<file path="config.mk">
export PLATFORM = sky130hd
export DESIGN_NAME = mpd_memory_port_decoder
export DESIGN_NICKNAME = d
export VERILOG_FILES = /design/src/hw/mpd_page_decoder.v /design/src/hw/mpd_port_decoder.v /design/src/hw/mpd_memory_port_decoder.v
export VERILOG_INCLUDE_DIRS = /design/src /design/src/hw
export SDC_FILE = /design/constraint.sdc
export NUM_CORES = 1
export LEC_CHECK = 0
export BUFFER_PORTS_ARGS = -buffer_cell sky130_fd_sc_hd__buf_2
export CAP_MARGIN = 20
export CORE_MARGIN = 2
export CORE_UTILIZATION = 47
export CTS_BUF_LIST = sky130_fd_sc_hd__clkbuf_8
export CTS_CLUSTER_DIAMETER = 30
export CTS_CLUSTER_SIZE = 16
export DETAILED_ROUTE_END_ITERATION = 6
export PLACE_DENSITY = 0.8
export SETUP_SLACK_MARGIN = 0.02
export SLEW_MARGIN = 20
export SYNTH_ARGS = -nofsm -noshare
export SYNTH_HDL_FRONTEND = slang
export SYNTH_SLANG_ARGS = --single-unit
</file>
<file path="constraint.sdc">
create_clock -name clock -period 1.9 [get_ports clock]
set_clock_uncertainty 0.15 [all_clocks]
set_input_delay 0.38 -clock clock [delete_from_list [all_inputs] [get_ports clock]]
set_output_delay 0.38 -clock clock [all_outputs]
set_load 0.005 [all_outputs]
</file>
<file path="src/hw/mpd_defines.vh">
// Purpose: Shared constants for the memory page and port address decoder.
// Assumes: Included by every design file of the block by its bare name.
// Notes: Offsets are address bit positions; codes are port low digits.
`ifndef MPD_DEFINES_VH
`define MPD_DEFINES_VH

// Address fields of the system RAM and page decoder.
`define MPD_ROW_LSB 0
`define MPD_ROW_MSB 4
`define MPD_COL_LSB 5
`define MPD_COL_MSB 9
`define MPD_PAGE_LSB 10
`define MPD_PAGE_MSB 15

// High nibble that enables the page decoder, and the page codes in bits 11:10.
`define MPD_PAGE_NIBBLE 4'hC
`define MPD_PAGE_C0 2'h0
`define MPD_PAGE_C4 2'h1
`define MPD_PAGE_C8 2'h2
`define MPD_PAGE_CC 2'h3

// Port decode: bits 15:11 all ones, bits 10:8 select the port.
`define MPD_PORT_PREFIX 5'h1F
`define MPD_PORT_SEL_LSB 8
`define MPD_PORT_SEL_MSB 10

// Port indices within each decoder (low three bits of the port number).
`define MPD_PORT_F8 3'h0
`define MPD_PORT_F9 3'h1
`define MPD_PORT_FA 3'h2
`define MPD_PORT_FB 3'h3
`define MPD_PORT_FC 3'h4
`define MPD_PORT_FD 3'h5
`define MPD_PORT_FE 3'h6
`define MPD_PORT_FF 3'h7

// Data bit that feeds the request-to-send latch.
`define MPD_RTS_BIT 4

// Input multiplexer select codes {B, A}.
`define MPD_MUX_INTERNAL 2'h0
`define MPD_MUX_PARALLEL 2'h1
`define MPD_MUX_KEYBOARD 2'h2
`define MPD_MUX_BIDIR 2'h3

// Boot overlay length in instruction fetches after reset.
`define MPD_BOOT_FETCHES 3'h4

// Reset values.
`define MPD_RESET_STROBES 8'hFF
`define MPD_RESET_RTS 1'b0

`endif

</file>
<file path="src/hw/mpd_page_decoder.v">
// Purpose: Combinational memory page decode for ROM, system RAM and display RAM.
// Assumes: Address and status are stable for the whole decode.
// Notes: Outputs are active low, one per page.
`include "mpd_defines.vh"

module mpd_page_decoder (
  // Address and status
  input wire [15:0] cpuAddress,
  input wire statusInput,
  input wire statusOutput,
  input wire intAckBlock,
  input wire bootOverlay_n,
  // Page selects, active low
  output reg [3:0] pageSel_n
);

  reg decodeEnable;
  reg [1:0] pageCode;
  reg cPage;
  reg bootPage;

  always @* begin
    decodeEnable = !statusInput && !statusOutput && !intAckBlock;
    cPage = (cpuAddress[15:12] == `MPD_PAGE_NIBBLE) && bootOverlay_n;
    bootPage = !bootOverlay_n && (cpuAddress[`MPD_PAGE_MSB:`MPD_PAGE_LSB] == 6'h00);
    pageCode = cpuAddress[11:10];
    pageSel_n = 4'hF;
    if (decodeEnable && bootPage) begin
      pageSel_n[`MPD_PAGE_C0] = 1'b0;
    end else if (decodeEnable && cPage) begin
      pageSel_n[pageCode] = 1'b0;
    end
  end

endmodule

</file>
<file path="src/hw/mpd_port_decoder.v">
// Purpose: Combinational input and output port strobe decode for ports F8 to FF.
// Assumes: Address and status are stable while the strobes are qualified.
// Notes: Strobes are active low, indexed by the low three bits of the port.
`include "mpd_defines.vh"

module mpd_port_decoder (
  // Address and status
  input wire [15:0] cpuAddress,
  input wire statusInput,
  input wire statusOutput,
  input wire dataBusIn,
  input wire write_n,
  input wire intAckBlock,
  // Strobes, active low
  output reg [7:0] inStrobe_n,
  output reg [7:0] outStrobe_n,
  output reg internalSel
);

  reg portHit;
  reg [2:0] portIndex;

  // Returns an active low one-hot of the index when enabled.
  function [7:0] decodeLow;
    input enable;
    input [2:0] index;
    begin
      decodeLow = 8'hFF;
      if (enable) begin
        decodeLow[index] = 1'b0;
      end
    end
  endfunction

  always @* begin
    portHit = (cpuAddress[15:11] == `MPD_PORT_PREFIX) && !intAckBlock;
    portIndex = cpuAddress[`MPD_PORT_SEL_MSB:`MPD_PORT_SEL_LSB];
    inStrobe_n = decodeLow(portHit && statusInput && dataBusIn, portIndex);
    outStrobe_n = decodeLow(portHit && statusOutput && !write_n, portIndex);
    // internal bus for F8 to FB
    internalSel = (inStrobe_n[3:0] != 4'hF);
  end

endmodule

</file>
<file path="src/hw/mpd_memory_port_decoder.v">
// Purpose: Memory page selects, port strobes and one-wait-state ready for the CPU board.
// Assumes: All inputs but arst_n are synchronous to clock; phase2 is the sampled phase-2 clock.
// Notes: Every output is registered, so decodes appear one clock after their cause.
// What this block does
// - System RAM selected only at C800-CBFF
// - RAM rows bits 0-4, columns 5-9
// - RAM write only while memory-write high
// - Two ROM page selects, C0 and C4
// - Page decode needs bits 15-12 1100
// - Memory select when any page decoded
// - Boot overlay maps page zero to C0
// - No page decode during I/O status
// - Ready low mid-sync to next phase-2 rise
// - Ports respond only for F8 to FF
// - Bits 8-10 choose one of eight
// - Input strobe needs input status and strobe
// - Output strobe needs output status and write
// - Internal bus select on F8-FB reads
// - Jumpered interrupt acknowledge disables all decoders
// - Output strobe map FE down to F8
// - Input strobe map FF down to F8
// - Port FE read returns display status bits
// - Port FD read resets parallel handshake
// - Request-to-send latch takes data bit 4
// - Boot overlay low for first four fetches
// - ROM/RAM on internal bus, display bidirectional
`include "mpd_defines.vh"

module mpd_memory_port_decoder (
  // Clock and reset
  input wire clock,
  input wire arst_n,
  // CPU address and status
  input wire [15:0] cpuAddress,
  input wire statusInput,
  input wire statusOutput,
  input wire statusMemWrite,
  input wire statusIntAck,
  input wire dataBusIn,
  input wire write_n,
  input wire sync,
  input wire phase2,
  // Board options and data
  input wire intAckJumper,
  input wire [7:0] bidirData,
  input wire scrollTimerStatus,
  input wire screenPosStatus,
  // Memory selects
  output reg romC0Sel_n,
  output reg romC4Sel_n,
  output reg systemRamSel_n,
  output reg displayRamSel_n,
  output reg memSelect,
  output reg ramWriteEnable_n,
  output reg [4:0] ramRow,
  output reg [4:0] ramColumn,
  // Wait state
  output reg ready,
  // Boot overlay
  output reg bootOverlay_n,
  // Output strobes
  output reg scroll_load_strobe_n,
  output reg parallel_out_strobe_n,
  output reg cassette_tx_strobe_n,
  output reg control_bits_strobe_n,
  output reg serial_tx_load_strobe_n,
  output reg rts_latch_strobe_n,
  // Input strobes
  output reg sense_switch_strobe_n,
  output reg display_status_strobe_n,
  output reg parallel_in_strobe_n,
  output reg keyboard_read_strobe_n,
  output reg cassette_rx_strobe_n,
  output reg combined_status_strobe_n,
  output reg serial_rx_strobe_n,
  output reg serial_status_strobe_n,
  // Data path steering
  output reg internalBusSel,
  output reg [1:0] inputMuxSelect,
  output reg parallelHandshakeReset,
  output reg rtsLatch,
  output reg [7:0] readData,
  output reg readDataEnable
);

  reg [1:0] resetSync;
  wire rst_n;
  wire intAckBlock;
  wire [3:0] pageSel_n;
  wire [7:0] inDecode_n;
  wire [7:0] outDecode_n;
  wire internalDecode;
  reg anyPage;
  reg waitActive;
  reg next_waitActive;
  reg phase2Prev;
  reg phase2Rise;
  reg cycleQualifies;
  reg dataBusInPrev;
  reg [2:0] fetchCount;
  reg [1:0] next_muxSelect;
  reg [2:0] next_fetchCount;
  reg next_bootOverlay_n;
  reg next_rtsLatch;

  // True when the active low strobe of the given port index is asserted.
  function portActive;
    input [7:0] strobes_n;
    input [2:0] index;
    begin
      portActive = !strobes_n[index];
    end
  endfunction

  // Reset is applied at once and released through two flip-flops.
  always @(posedge clock or negedge arst_n) begin
    if (!arst_n) begin
      resetSync <= 2'h0;
    end else begin
      resetSync <= {resetSync[0], 1'b1};
    end
  end

  assign rst_n = resetSync[1];

  assign intAckBlock = intAckJumper && statusIntAck;

  mpd_page_decoder pageDecoder (
    .cpuAddress(cpuAddress),
    .statusInput(statusInput),
    .statusOutput(statusOutput),
    .intAckBlock(intAckBlock),
    .bootOverlay_n(bootOverlay_n),
    .pageSel_n(pageSel_n)
  );

  mpd_port_decoder portDecoder (
    .cpuAddress(cpuAddress),
    .statusInput(statusInput),
    .statusOutput(statusOutput),
    .dataBusIn(dataBusIn),
    .write_n(write_n),
    .intAckBlock(intAckBlock),
    .inStrobe_n(inDecode_n),
    .outStrobe_n(outDecode_n),
    .internalSel(internalDecode)
  );

  always @* begin
    anyPage = (pageSel_n != 4'hF);
    phase2Rise = phase2 && !phase2Prev;
    cycleQualifies = anyPage || statusInput || statusOutput;
    next_waitActive = waitActive;
    // A new sync wins over a pending release, so back-to-back cycles keep their wait.
    // The release waits for a phase-2 rise with sync low, where the CPU samples ready.
    if (sync && phase2 && cycleQualifies) begin
      next_waitActive = 1'b1;
    end else if (waitActive && !sync && phase2Rise) begin
      next_waitActive = 1'b0;
    end
    // data bus steering
    // Port reads outrank the page steering, since a port read never decodes a page.
    if (portActive(inDecode_n, `MPD_PORT_FC)) begin
      next_muxSelect = `MPD_MUX_KEYBOARD;
    end else if (portActive(inDecode_n, `MPD_PORT_FD)) begin
      next_muxSelect = `MPD_MUX_PARALLEL;
    end else if (internalDecode) begin
      next_muxSelect = `MPD_MUX_INTERNAL;
    end else if (anyPage && pageSel_n[`MPD_PAGE_CC]) begin
      next_muxSelect = `MPD_MUX_INTERNAL;
    end else begin
      next_muxSelect = `MPD_MUX_BIDIR;
    end
    next_fetchCount = fetchCount;
    if (dataBusInPrev && !dataBusIn && fetchCount != `MPD_BOOT_FETCHES) begin
      next_fetchCount = fetchCount + 3'h1;
    end
    // The overlay is released one clock after the fourth count and never returns.
    next_bootOverlay_n = bootOverlay_n;
    if (fetchCount == `MPD_BOOT_FETCHES) begin
      next_bootOverlay_n = 1'b1;
    end
    next_rtsLatch = rtsLatch;
    if (portActive(outDecode_n, `MPD_PORT_F8)) begin
      next_rtsLatch = bidirData[`MPD_RTS_BIT];
    end
  end

  // Ready is loaded from next_waitActive, so it turns on the same clock as waitActive; every top output is a flop.
  always @(posedge clock or negedge rst_n) begin
    if (!rst_n) begin
      waitActive <= 1'b0;
      ready <= 1'b1;
      phase2Prev <= 1'b0;
    end else begin
      waitActive <= next_waitActive;
      ready <= !next_waitActive;
      phase2Prev <= phase2;
    end
  end

  // Boot overlay counts data-bus-in pulses from reset and then stays released.
  always @(posedge clock or negedge rst_n) begin
    if (!rst_n) begin
      dataBusInPrev <= 1'b0;
      fetchCount <= 3'h0;
      bootOverlay_n <= 1'b0;
    end else begin
      dataBusInPrev <= dataBusIn;
      fetchCount <= next_fetchCount;
      bootOverlay_n <= next_bootOverlay_n;
    end
  end

  // Memory selects and RAM addressing.
  always @(posedge clock or negedge rst_n) begin
    if (!rst_n) begin
      romC0Sel_n <= 1'b1;
      romC4Sel_n <= 1'b1;
      systemRamSel_n <= 1'b1;
      displayRamSel_n <= 1'b1;
      memSelect <= 1'b0;
      ramWriteEnable_n <= 1'b1;
      ramRow <= 5'h00;
      ramColumn <= 5'h00;
    end else begin
      romC0Sel_n <= pageSel_n[`MPD_PAGE_C0];
      romC4Sel_n <= pageSel_n[`MPD_PAGE_C4];
      systemRamSel_n <= pageSel_n[`MPD_PAGE_C8];
      displayRamSel_n <= pageSel_n[`MPD_PAGE_CC];
      memSelect <= anyPage;
      ramWriteEnable_n <= !(statusMemWrite && !pageSel_n[`MPD_PAGE_C8]);
      ramRow <= cpuAddress[`MPD_ROW_MSB:`MPD_ROW_LSB];
      ramColumn <= cpuAddress[`MPD_COL_MSB:`MPD_COL_LSB];
    end
  end

  // Output port strobes.
  always @(posedge clock or negedge rst_n) begin
    if (!rst_n) begin
      scroll_load_strobe_n <= 1'b1;
      parallel_out_strobe_n <= 1'b1;
      cassette_tx_strobe_n <= 1'b1;
      control_bits_strobe_n <= 1'b1;
      serial_tx_load_strobe_n <= 1'b1;
      rts_latch_strobe_n <= 1'b1;
      rtsLatch <= `MPD_RESET_RTS;
    end else begin
      scroll_load_strobe_n <= outDecode_n[`MPD_PORT_FE];
      parallel_out_strobe_n <= outDecode_n[`MPD_PORT_FD];
      cassette_tx_strobe_n <= outDecode_n[`MPD_PORT_FB];
      control_bits_strobe_n <= outDecode_n[`MPD_PORT_FA];
      serial_tx_load_strobe_n <= outDecode_n[`MPD_PORT_F9];
      rts_latch_strobe_n <= outDecode_n[`MPD_PORT_F8];
      rtsLatch <= next_rtsLatch;
    end
  end

  // Input port strobes and read data steering.
  always @(posedge clock or negedge rst_n) begin
    if (!rst_n) begin
      sense_switch_strobe_n <= 1'b1;
      display_status_strobe_n <= 1'b1;
      parallel_in_strobe_n <= 1'b1;
      keyboard_read_strobe_n <= 1'b1;
      cassette_rx_strobe_n <= 1'b1;
      combined_status_strobe_n <= 1'b1;
      serial_rx_strobe_n <= 1'b1;
      serial_status_strobe_n <= 1'b1;
      internalBusSel <= 1'b0;
      inputMuxSelect <= `MPD_MUX_BIDIR;
      parallelHandshakeReset <= 1'b0;
      readData <= 8'h00;
      readDataEnable <= 1'b0;
    end else begin
      sense_switch_strobe_n <= inDecode_n[`MPD_PORT_FF];
      display_status_strobe_n <= inDecode_n[`MPD_PORT_FE];
      parallel_in_strobe_n <= inDecode_n[`MPD_PORT_FD];
      keyboard_read_strobe_n <= inDecode_n[`MPD_PORT_FC];
      cassette_rx_strobe_n <= inDecode_n[`MPD_PORT_FB];
      combined_status_strobe_n <= inDecode_n[`MPD_PORT_FA];
      serial_rx_strobe_n <= inDecode_n[`MPD_PORT_F9];
      serial_status_strobe_n <= inDecode_n[`MPD_PORT_F8];
      internalBusSel <= internalDecode;
      inputMuxSelect <= next_muxSelect;
      parallelHandshakeReset <= portActive(inDecode_n, `MPD_PORT_FD);
      // display status on bits 1:0
      // The status pair is driven on every clock; readDataEnable marks when it is valid.
      readDataEnable <= portActive(inDecode_n, `MPD_PORT_FE);
      readData <= {6'h00, screenPosStatus, scrollTimerStatus};
    end
  end

endmodule

</file>
=== After elaboration in Yosys (flattened, before gate mapping) ===
Cells that the tools add are included.

* Output and inout port bits: 46
* Input port bits: 37
* Word-level logic and storage cells: 102
* Bits in registers: 48

* Bitwise operators: 2
* Reductions and logical operators: 39
* $add $sub $neg: 1
* Mux-type cells: 15
* Eq/ne operators: 6
* Order comparisons: 4

{| class="wikitable"
|+ Operators by type and width
! operator !! count
|-
| logical AND 1 bit || 23
|-
| zero test 1 bit || 13
|-
| two-way mux 2 bit || 4
|-
| two-way mux 8 bit || 1
|-
| inequality test 4 bit (second input constant) || 2
|-
| inverter 8 bit || 1
|-
| two-way mux 7 bit || 1
|-
| zero test 6 bit || 1
|-
| == test 5 bit (second input constant) || 1
|-
| two-way mux 1 bit || 5
|-
| == test 4 bit (second input constant) || 1
|-
| less-than comparator 3 x 4 -> 1 bit (second input constant) || 1
|-
| two-way mux 4 bit || 1
|-
| inverter 4 bit || 1
|-
| adder 3 x 1 -> 3 bit (second input constant) || 1
|-
| demux 1 bit (select 3 bit) || 1
|-
| == test 3 bit (second input constant) || 1
|-
| greater-or-equal comparator 3 x 1 -> 1 bit (second input constant) || 1
|-
| less-than comparator 2 x 3 -> 1 bit (second input constant) || 1
|-
| two-way mux 3 bit || 1
|-
| inequality test 3 bit (second input constant) || 1
|-
| demux 1 bit (select 2 bit) || 1
|-
| greater-or-equal comparator 2 x 1 -> 1 bit (second input constant) || 1
|-
| logical OR 1 bit || 2
|}

=== Depth between registers and ports, before layout ===
* Depth in word-level cells: 13
* Mapped depth: 5
* Mapped depth without buffers: 5

=== By module ===
A second synthesis with hierarchy kept.

* Cell total of the unflattened synthesis: 132
* Area total of the unflattened synthesis: 1,853.0 um2

{| class="wikitable"
|+ By module, submodules not included
! module !! cells each !! area each (um2) !! instances !! sequential area each (um2)
|-
| mpd_memory_port_decoder || 87 || 1,491.4 || 1 || 1,228.7
|-
| mpd_port_decoder || 33 || 266.5 || 1 || 0.0
|-
| mpd_page_decoder || 12 || 95.1 || 1 || 0.0
|}

=== Least setup slack after synthesis ===
OpenSTA, ideal clock, no wires.

* Kind: input-to-reg
* Start point: input port intAckJumper
* End point: register rtsLatch
* Path buffers: 0
* Data required time: 1.625 ns
* Path slack: 0.303 ns
* Stages on the path: 4
* Data arrival time: 1.322 ns
* Setup time: 0.125 ns
* Cells stage by stage: and2_2 nor4_4 nand3_2 mux2_4

* Cells in the longest elaborated chain, start to end: 6

{| class="wikitable"
|+ Ends and longest elaborated chain
! element !! RTL line !! text
|-
| from (decl) || mpd_memory_port_decoder.v:44 || <nowiki>input wire intAckJumper,</nowiki>
|-
| logical AND 1 bit || mpd_memory_port_decoder.v:126 || <nowiki>assign intAckBlock = intAckJumper && statusIntAck;</nowiki>
|-
| zero test 1 bit || mpd_port_decoder.v:36 || <nowiki>portHit = (cpuAddress[15:11] == `MPD_PORT_PREFIX) && !intAckBlock;</nowiki>
|-
| logical AND 1 bit || mpd_port_decoder.v:36 ||
|-
| logical AND 1 bit (2 in series) || mpd_port_decoder.v:39 || <nowiki>outStrobe_n = decodeLow(portHit && statusOutput && !write_n, portIndex);</nowiki>
|-
| two-way mux 7 bit || mpd_port_decoder.v:29 || <nowiki>if (enable) begin</nowiki>
|-
| named net outDecode_n[0] || mpd_memory_port_decoder.v:91 || <nowiki>wire [7:0] outDecode_n;</nowiki>
|-
| to (signal assigned) || mpd_memory_port_decoder.v:247 || <nowiki>rtsLatch <= `MPD_RESET_RTS;</nowiki>
|-
| to (signal assigned) || mpd_memory_port_decoder.v:255 || <nowiki>rtsLatch <= next_rtsLatch;</nowiki>
|-
| to (decl) || mpd_memory_port_decoder.v:81 || <nowiki>output reg rtsLatch,</nowiki>
|}

The timed path passes the listed nets, and every way through them passes these cells.
A chain may end at the register's enable or synchronous reset.

=== Final worst setup path ===
* Start point: register bootOverlay_n
* End point: register ready

* Cells in the longest elaborated chain, start to end: 10
* Elaborated cells between the ends (all ways): 14
* Those cells by class: eq/ne: 1; mux: 4; reduce/logical: 9

{| class="wikitable"
|+ Ends and longest elaborated chain
! element !! RTL line !! text
|-
| from (decl) || mpd_memory_port_decoder.v:60 || <nowiki>output reg bootOverlay_n,</nowiki>
|-
| from (signal assigned) || mpd_memory_port_decoder.v:211 || <nowiki>bootOverlay_n <= next_bootOverlay_n;</nowiki>
|-
| logical AND 1 bit or zero test 1 bit (tied branches) || mpd_page_decoder.v:24, mpd_page_decoder.v:25 ||
|-
| logical AND 1 bit, on equally long branches || mpd_page_decoder.v:30, mpd_page_decoder.v:25 ||
|-
| two-way mux 4 bit or logical AND 1 bit (tied branches) || mpd_page_decoder.v:30, mpd_page_decoder.v:28 ||
|-
| two-way mux 1 bit or two-way mux 3 bit (tied branches) || mpd_page_decoder.v:28 || <nowiki>if (decodeEnable && bootPage) begin</nowiki>
|-
| inequality test 4 bit * || mpd_memory_port_decoder.v:150 || <nowiki>anyPage = (pageSel_n != 4'hF);</nowiki>
|-
| logical OR 1 bit * (2 in series) || mpd_memory_port_decoder.v:152 || <nowiki>cycleQualifies = anyPage || statusInput || statusOutput;</nowiki>
|-
| logical AND 1 bit * || mpd_memory_port_decoder.v:156 || <nowiki>if (sync && phase2 && cycleQualifies) begin</nowiki>
|-
| two-way mux 1 bit * || mpd_memory_port_decoder.v:156 ||
|-
| zero test 1 bit * || mpd_memory_port_decoder.v:197 || <nowiki>ready <= !next_waitActive;</nowiki>
|-
| to (signal assigned) || mpd_memory_port_decoder.v:197 ||
|-
| to (decl) || mpd_memory_port_decoder.v:58 || <nowiki>output reg ready,</nowiki>
|}

Every way passes the cells marked *; elsewhere a longest branch is shown, timed or not.

==> metrics.md <==
| Metric | Value |
|---|---|
| Status | complete, no violations |
| CP Class | flop to flop |
| Hold Path End | ramRow[1] |
| # Max-Cap Violations | 0 |
| IO Pins | between 80 and 90 |
| Max incr delay on CP | between 0.4 and 0.5 ns |
| Post-Synthesis Cell Area | 1770 µm² |
| TNS Setup | 0 ns |
| Die ar. | approximately 4300 µm² |
| Hold Path Depth | 1 |
| Fin. Hold Viols | 0 |
| Max rail drop VDD | 496 µV |
| Die H | approximately 65 µm |
| GP Congestion | 0.839 |
| Starting density of the core | a little under 50% |
| Worst skew pair latency | just under 0.3 ns |
| Crit-path cells | or3_1, nor3_1, o21ai_1, a21o_1 |
| Bufs and invs on worst path | 0 |
| H-tree depth | 2 |
| Slowest CP cell | dfrtp_1 |
| Vias/cell | between 4 and 5 |
| Drt drc | 0 |
| Final Cycle Share | between 70 and 80% |
| Row cnt | 22 |
| CTS Buffer Depth | 2 |
| Ys async rst share | between 90% and 100% |
| CP Launch Type | flop |
| Clock sink total | 48 |
| Post-CTS Setup Inserts | 0 |
| Number of enable flip-flop cells after synthesis | 0 |
| Seq/Total Area, Yosys | roughly 69% |
| Core area | 3630 µm² |
| Reg-to-reg endpoint | ready |
| Total track usage | 16.3% |
| CP top delay family | simple AND/OR/NAND/NOR gates |
| Total Power | 0.00197 W |
| Setup violators final | 0 |
| Pins Over Slew Limit | 0 |
| Nets | between 200 and 250 |
| Most common cell after layout, fill and taps aside | buf_2 |
| Number of global-route vias before repair | ~1.1k |
| Synth area leaders | dfrtp_1 (37%), dfstp_2 (33%), nor4_4 (3.6%) |
| Dpl hpwl | 2420 µm |
| Lkg Pwr | 1.05 nW |
| Grt total ovfl | 0 |
| Clock root cell | clkbuf_8 |
| Number of buffers created by CTS | 5 |
| WP depth | 4 |
| Area leader, netlist | dfrtp_1 |
| First-pass GRT wire length | 5100 µm |
| Final hold slack | 0.0379 ns |
| Die X-Extent | around 65 µm |
| Inserted Diodes | 0 |
| Port Buffers | 69 |
| Beginning of the worst hold path | cpuAddress[1] |
| Synth warn | 0 |
| Max frequency | 663 MHz |
| Yosys top cell area share | between 30% and 40% |
| Worst Setup End Kind | flop |
| Cell variety after synth | 34 |
| Final ANT Viol Nets | 0 |
| Total Routed Length | approximately 3200 µm |
| CP required | roughly 2 ns |
| Share of cells above drive strength 1 | roughly 54% |
| Initial antenna violation count | 0 |
| PwrDens | about 860 nW/µm² |
| Worst R2R Setup Slack | slightly below 0.4 ns |
| Cells after synthesis | 131 |
| Number of DRC markers in iteration 0 | 86 |
| RSZ-0062 raised after global routing | no |
| Primary FF master, synth | dfrtp_1 |
| Hold Path Class | input port to flop |
| Area Overhead vs Synth | 29.5% |
| CTS tree | done |
| Synthesized area per cell | about 13 µm² |
| Most frequent cells in the layout | buf_2 (69), dfrtp_1 (25), dfstp_2 (22), nand2_1 (14) |
| Drt wl/cell | 12.3 µm |
| Largest net degree at the start of global routing | 38 |
| RR Startpoint | bootOverlay_n |
| Reg2Reg Depth | 4 |
| Worst-path clk slew | roughly 0.08 ns |
| Synth Register Bits | 48 |
| Final worst path period need | about 1.5 ns |
| Worst path arrival time | ~1.6 ns |
| Crit-path max FO | 5 |
| Initial DRT Pass Iterations | 4 |
| Routed via count | ~1.2k |
==> state kept, by name (all words and copies together), names as in the netlist, 2 cells and up <==
| register | cells |
|---|---|
| fetchCount | 3 |
| resetSync | 2 |
| readData | 2 |
| ramColumn | 5 |
| ramRow | 5 |
| inputMuxSelect | 2 |
==> power by group <==
part / internal [W] / switching [W] / leakage [nW]
registers: 0.00108 / 0.0000344 / 0.542
logic: 0.000111 / 0.000122 / 0.461
clock network: 0.000294 / 0.000323 / 0.0434
total: 0.00149 / 0.000479 / 1.05
==> worst max path at each step <==
stage               end     startpoint  slack [ns]
2_1_floorplan  rtsLatch   intAckJumper        0.30
3_3_place_gp   rtsLatch   intAckJumper        0.14
3_5_place_dp   rtsLatch   intAckJumper        0.12
4_1_cts           ready  bootOverlay_n        0.40
5_1_grt           ready  bootOverlay_n        0.27
6_report          ready  bootOverlay_n        0.39
==> logic make-up (layout without fill, tap and decap cells) <==
kind of cell | count (synthesis) | in the layout | synth area share (%)
AO/OA/AOI/OAI | 13 | 13 | 4.46
XOR/XNOR | 1 | 1 | 0.495
adder cells (fa/ha/maj) | 2 | 2 | 1.42
buffers and inverters | 14 | 88 | 4.25
flip-flops | 48 | 48 | 69.5
multiplexers | 2 | 2 | 1.49
other | 2 | 7 | 0.425
AND/OR/NAND/NOR | 49 | 49 | 18.0
==> layer usage <==
layer	wire length, µm	share of wire [%]	global-route usage, %
met3	287	9.0	5.82
met5	0	0	0
met1	1340	42	19.4
met2	1490	47	26.4
met4	64	2.0	7.81
==> worst reg2reg max path: cells and delay by family (launching register included) <==
family / cells / cell delay (ns)
and+or+nand+nor: 2 / 0.56
DFF: 1 / 0.42
AOI/OAI and AO/OA: 2 / 0.33
==> cell usage after synthesis, types with 2 or more instances <==
| library cell | count |
|---|---|
| and3_1 | 3 |
| nor2b_1 | 5 |
| dfstp_2 | 22 |
| nor4_4 | 3 |
| or2_1 | 2 |
| nand2_1 | 14 |
| nor2_1 | 4 |
| o21ai_0 | 2 |
| conb_1 | 2 |
| a21oi_1 | 4 |
| inv_1 | 7 |
| ha_1 | 2 |
| and2_2 | 4 |
| nand3_2 | 2 |
| nand3_1 | 4 |
| dfrtp_1 | 26 |
| nand2b_1 | 2 |
| buf_4 | 6 |
| nand4b_1 | 2 |
==> timing repair <==
item / 4_1_cts / 5_1_grt
hold endpoints to repair: 10 / 0
hold buffers: 2 / 0
gates resized for setup: 0 / 0
==> per-stage QoR <==
step	area [µm²]	instances	util, %	worst slack, ns
floorplan	1790	136	-	0.303
global placement	2170	248	59.8	0.139
detailed placement	2170	248	59.8	0.116
CTS	2290	258	63.0	0.400
global route	2290	258	63.0	0.272
finish	2290	258	63.0	0.391
==> final cells by class <==
cell class | count | area [µm²]
well taps | 48 | 60.1
inverters | 7 | 26.3
fillers | 298 | 1340
flip-flops and latches | 48 | 1230
clock buffers | 6 | 82.6
repair buffers | 73 | 393
multi-input cells | 74 | 483
clock inverters | 2 | 15.0
No activity file was read; power rests on OpenSTA's default activity.
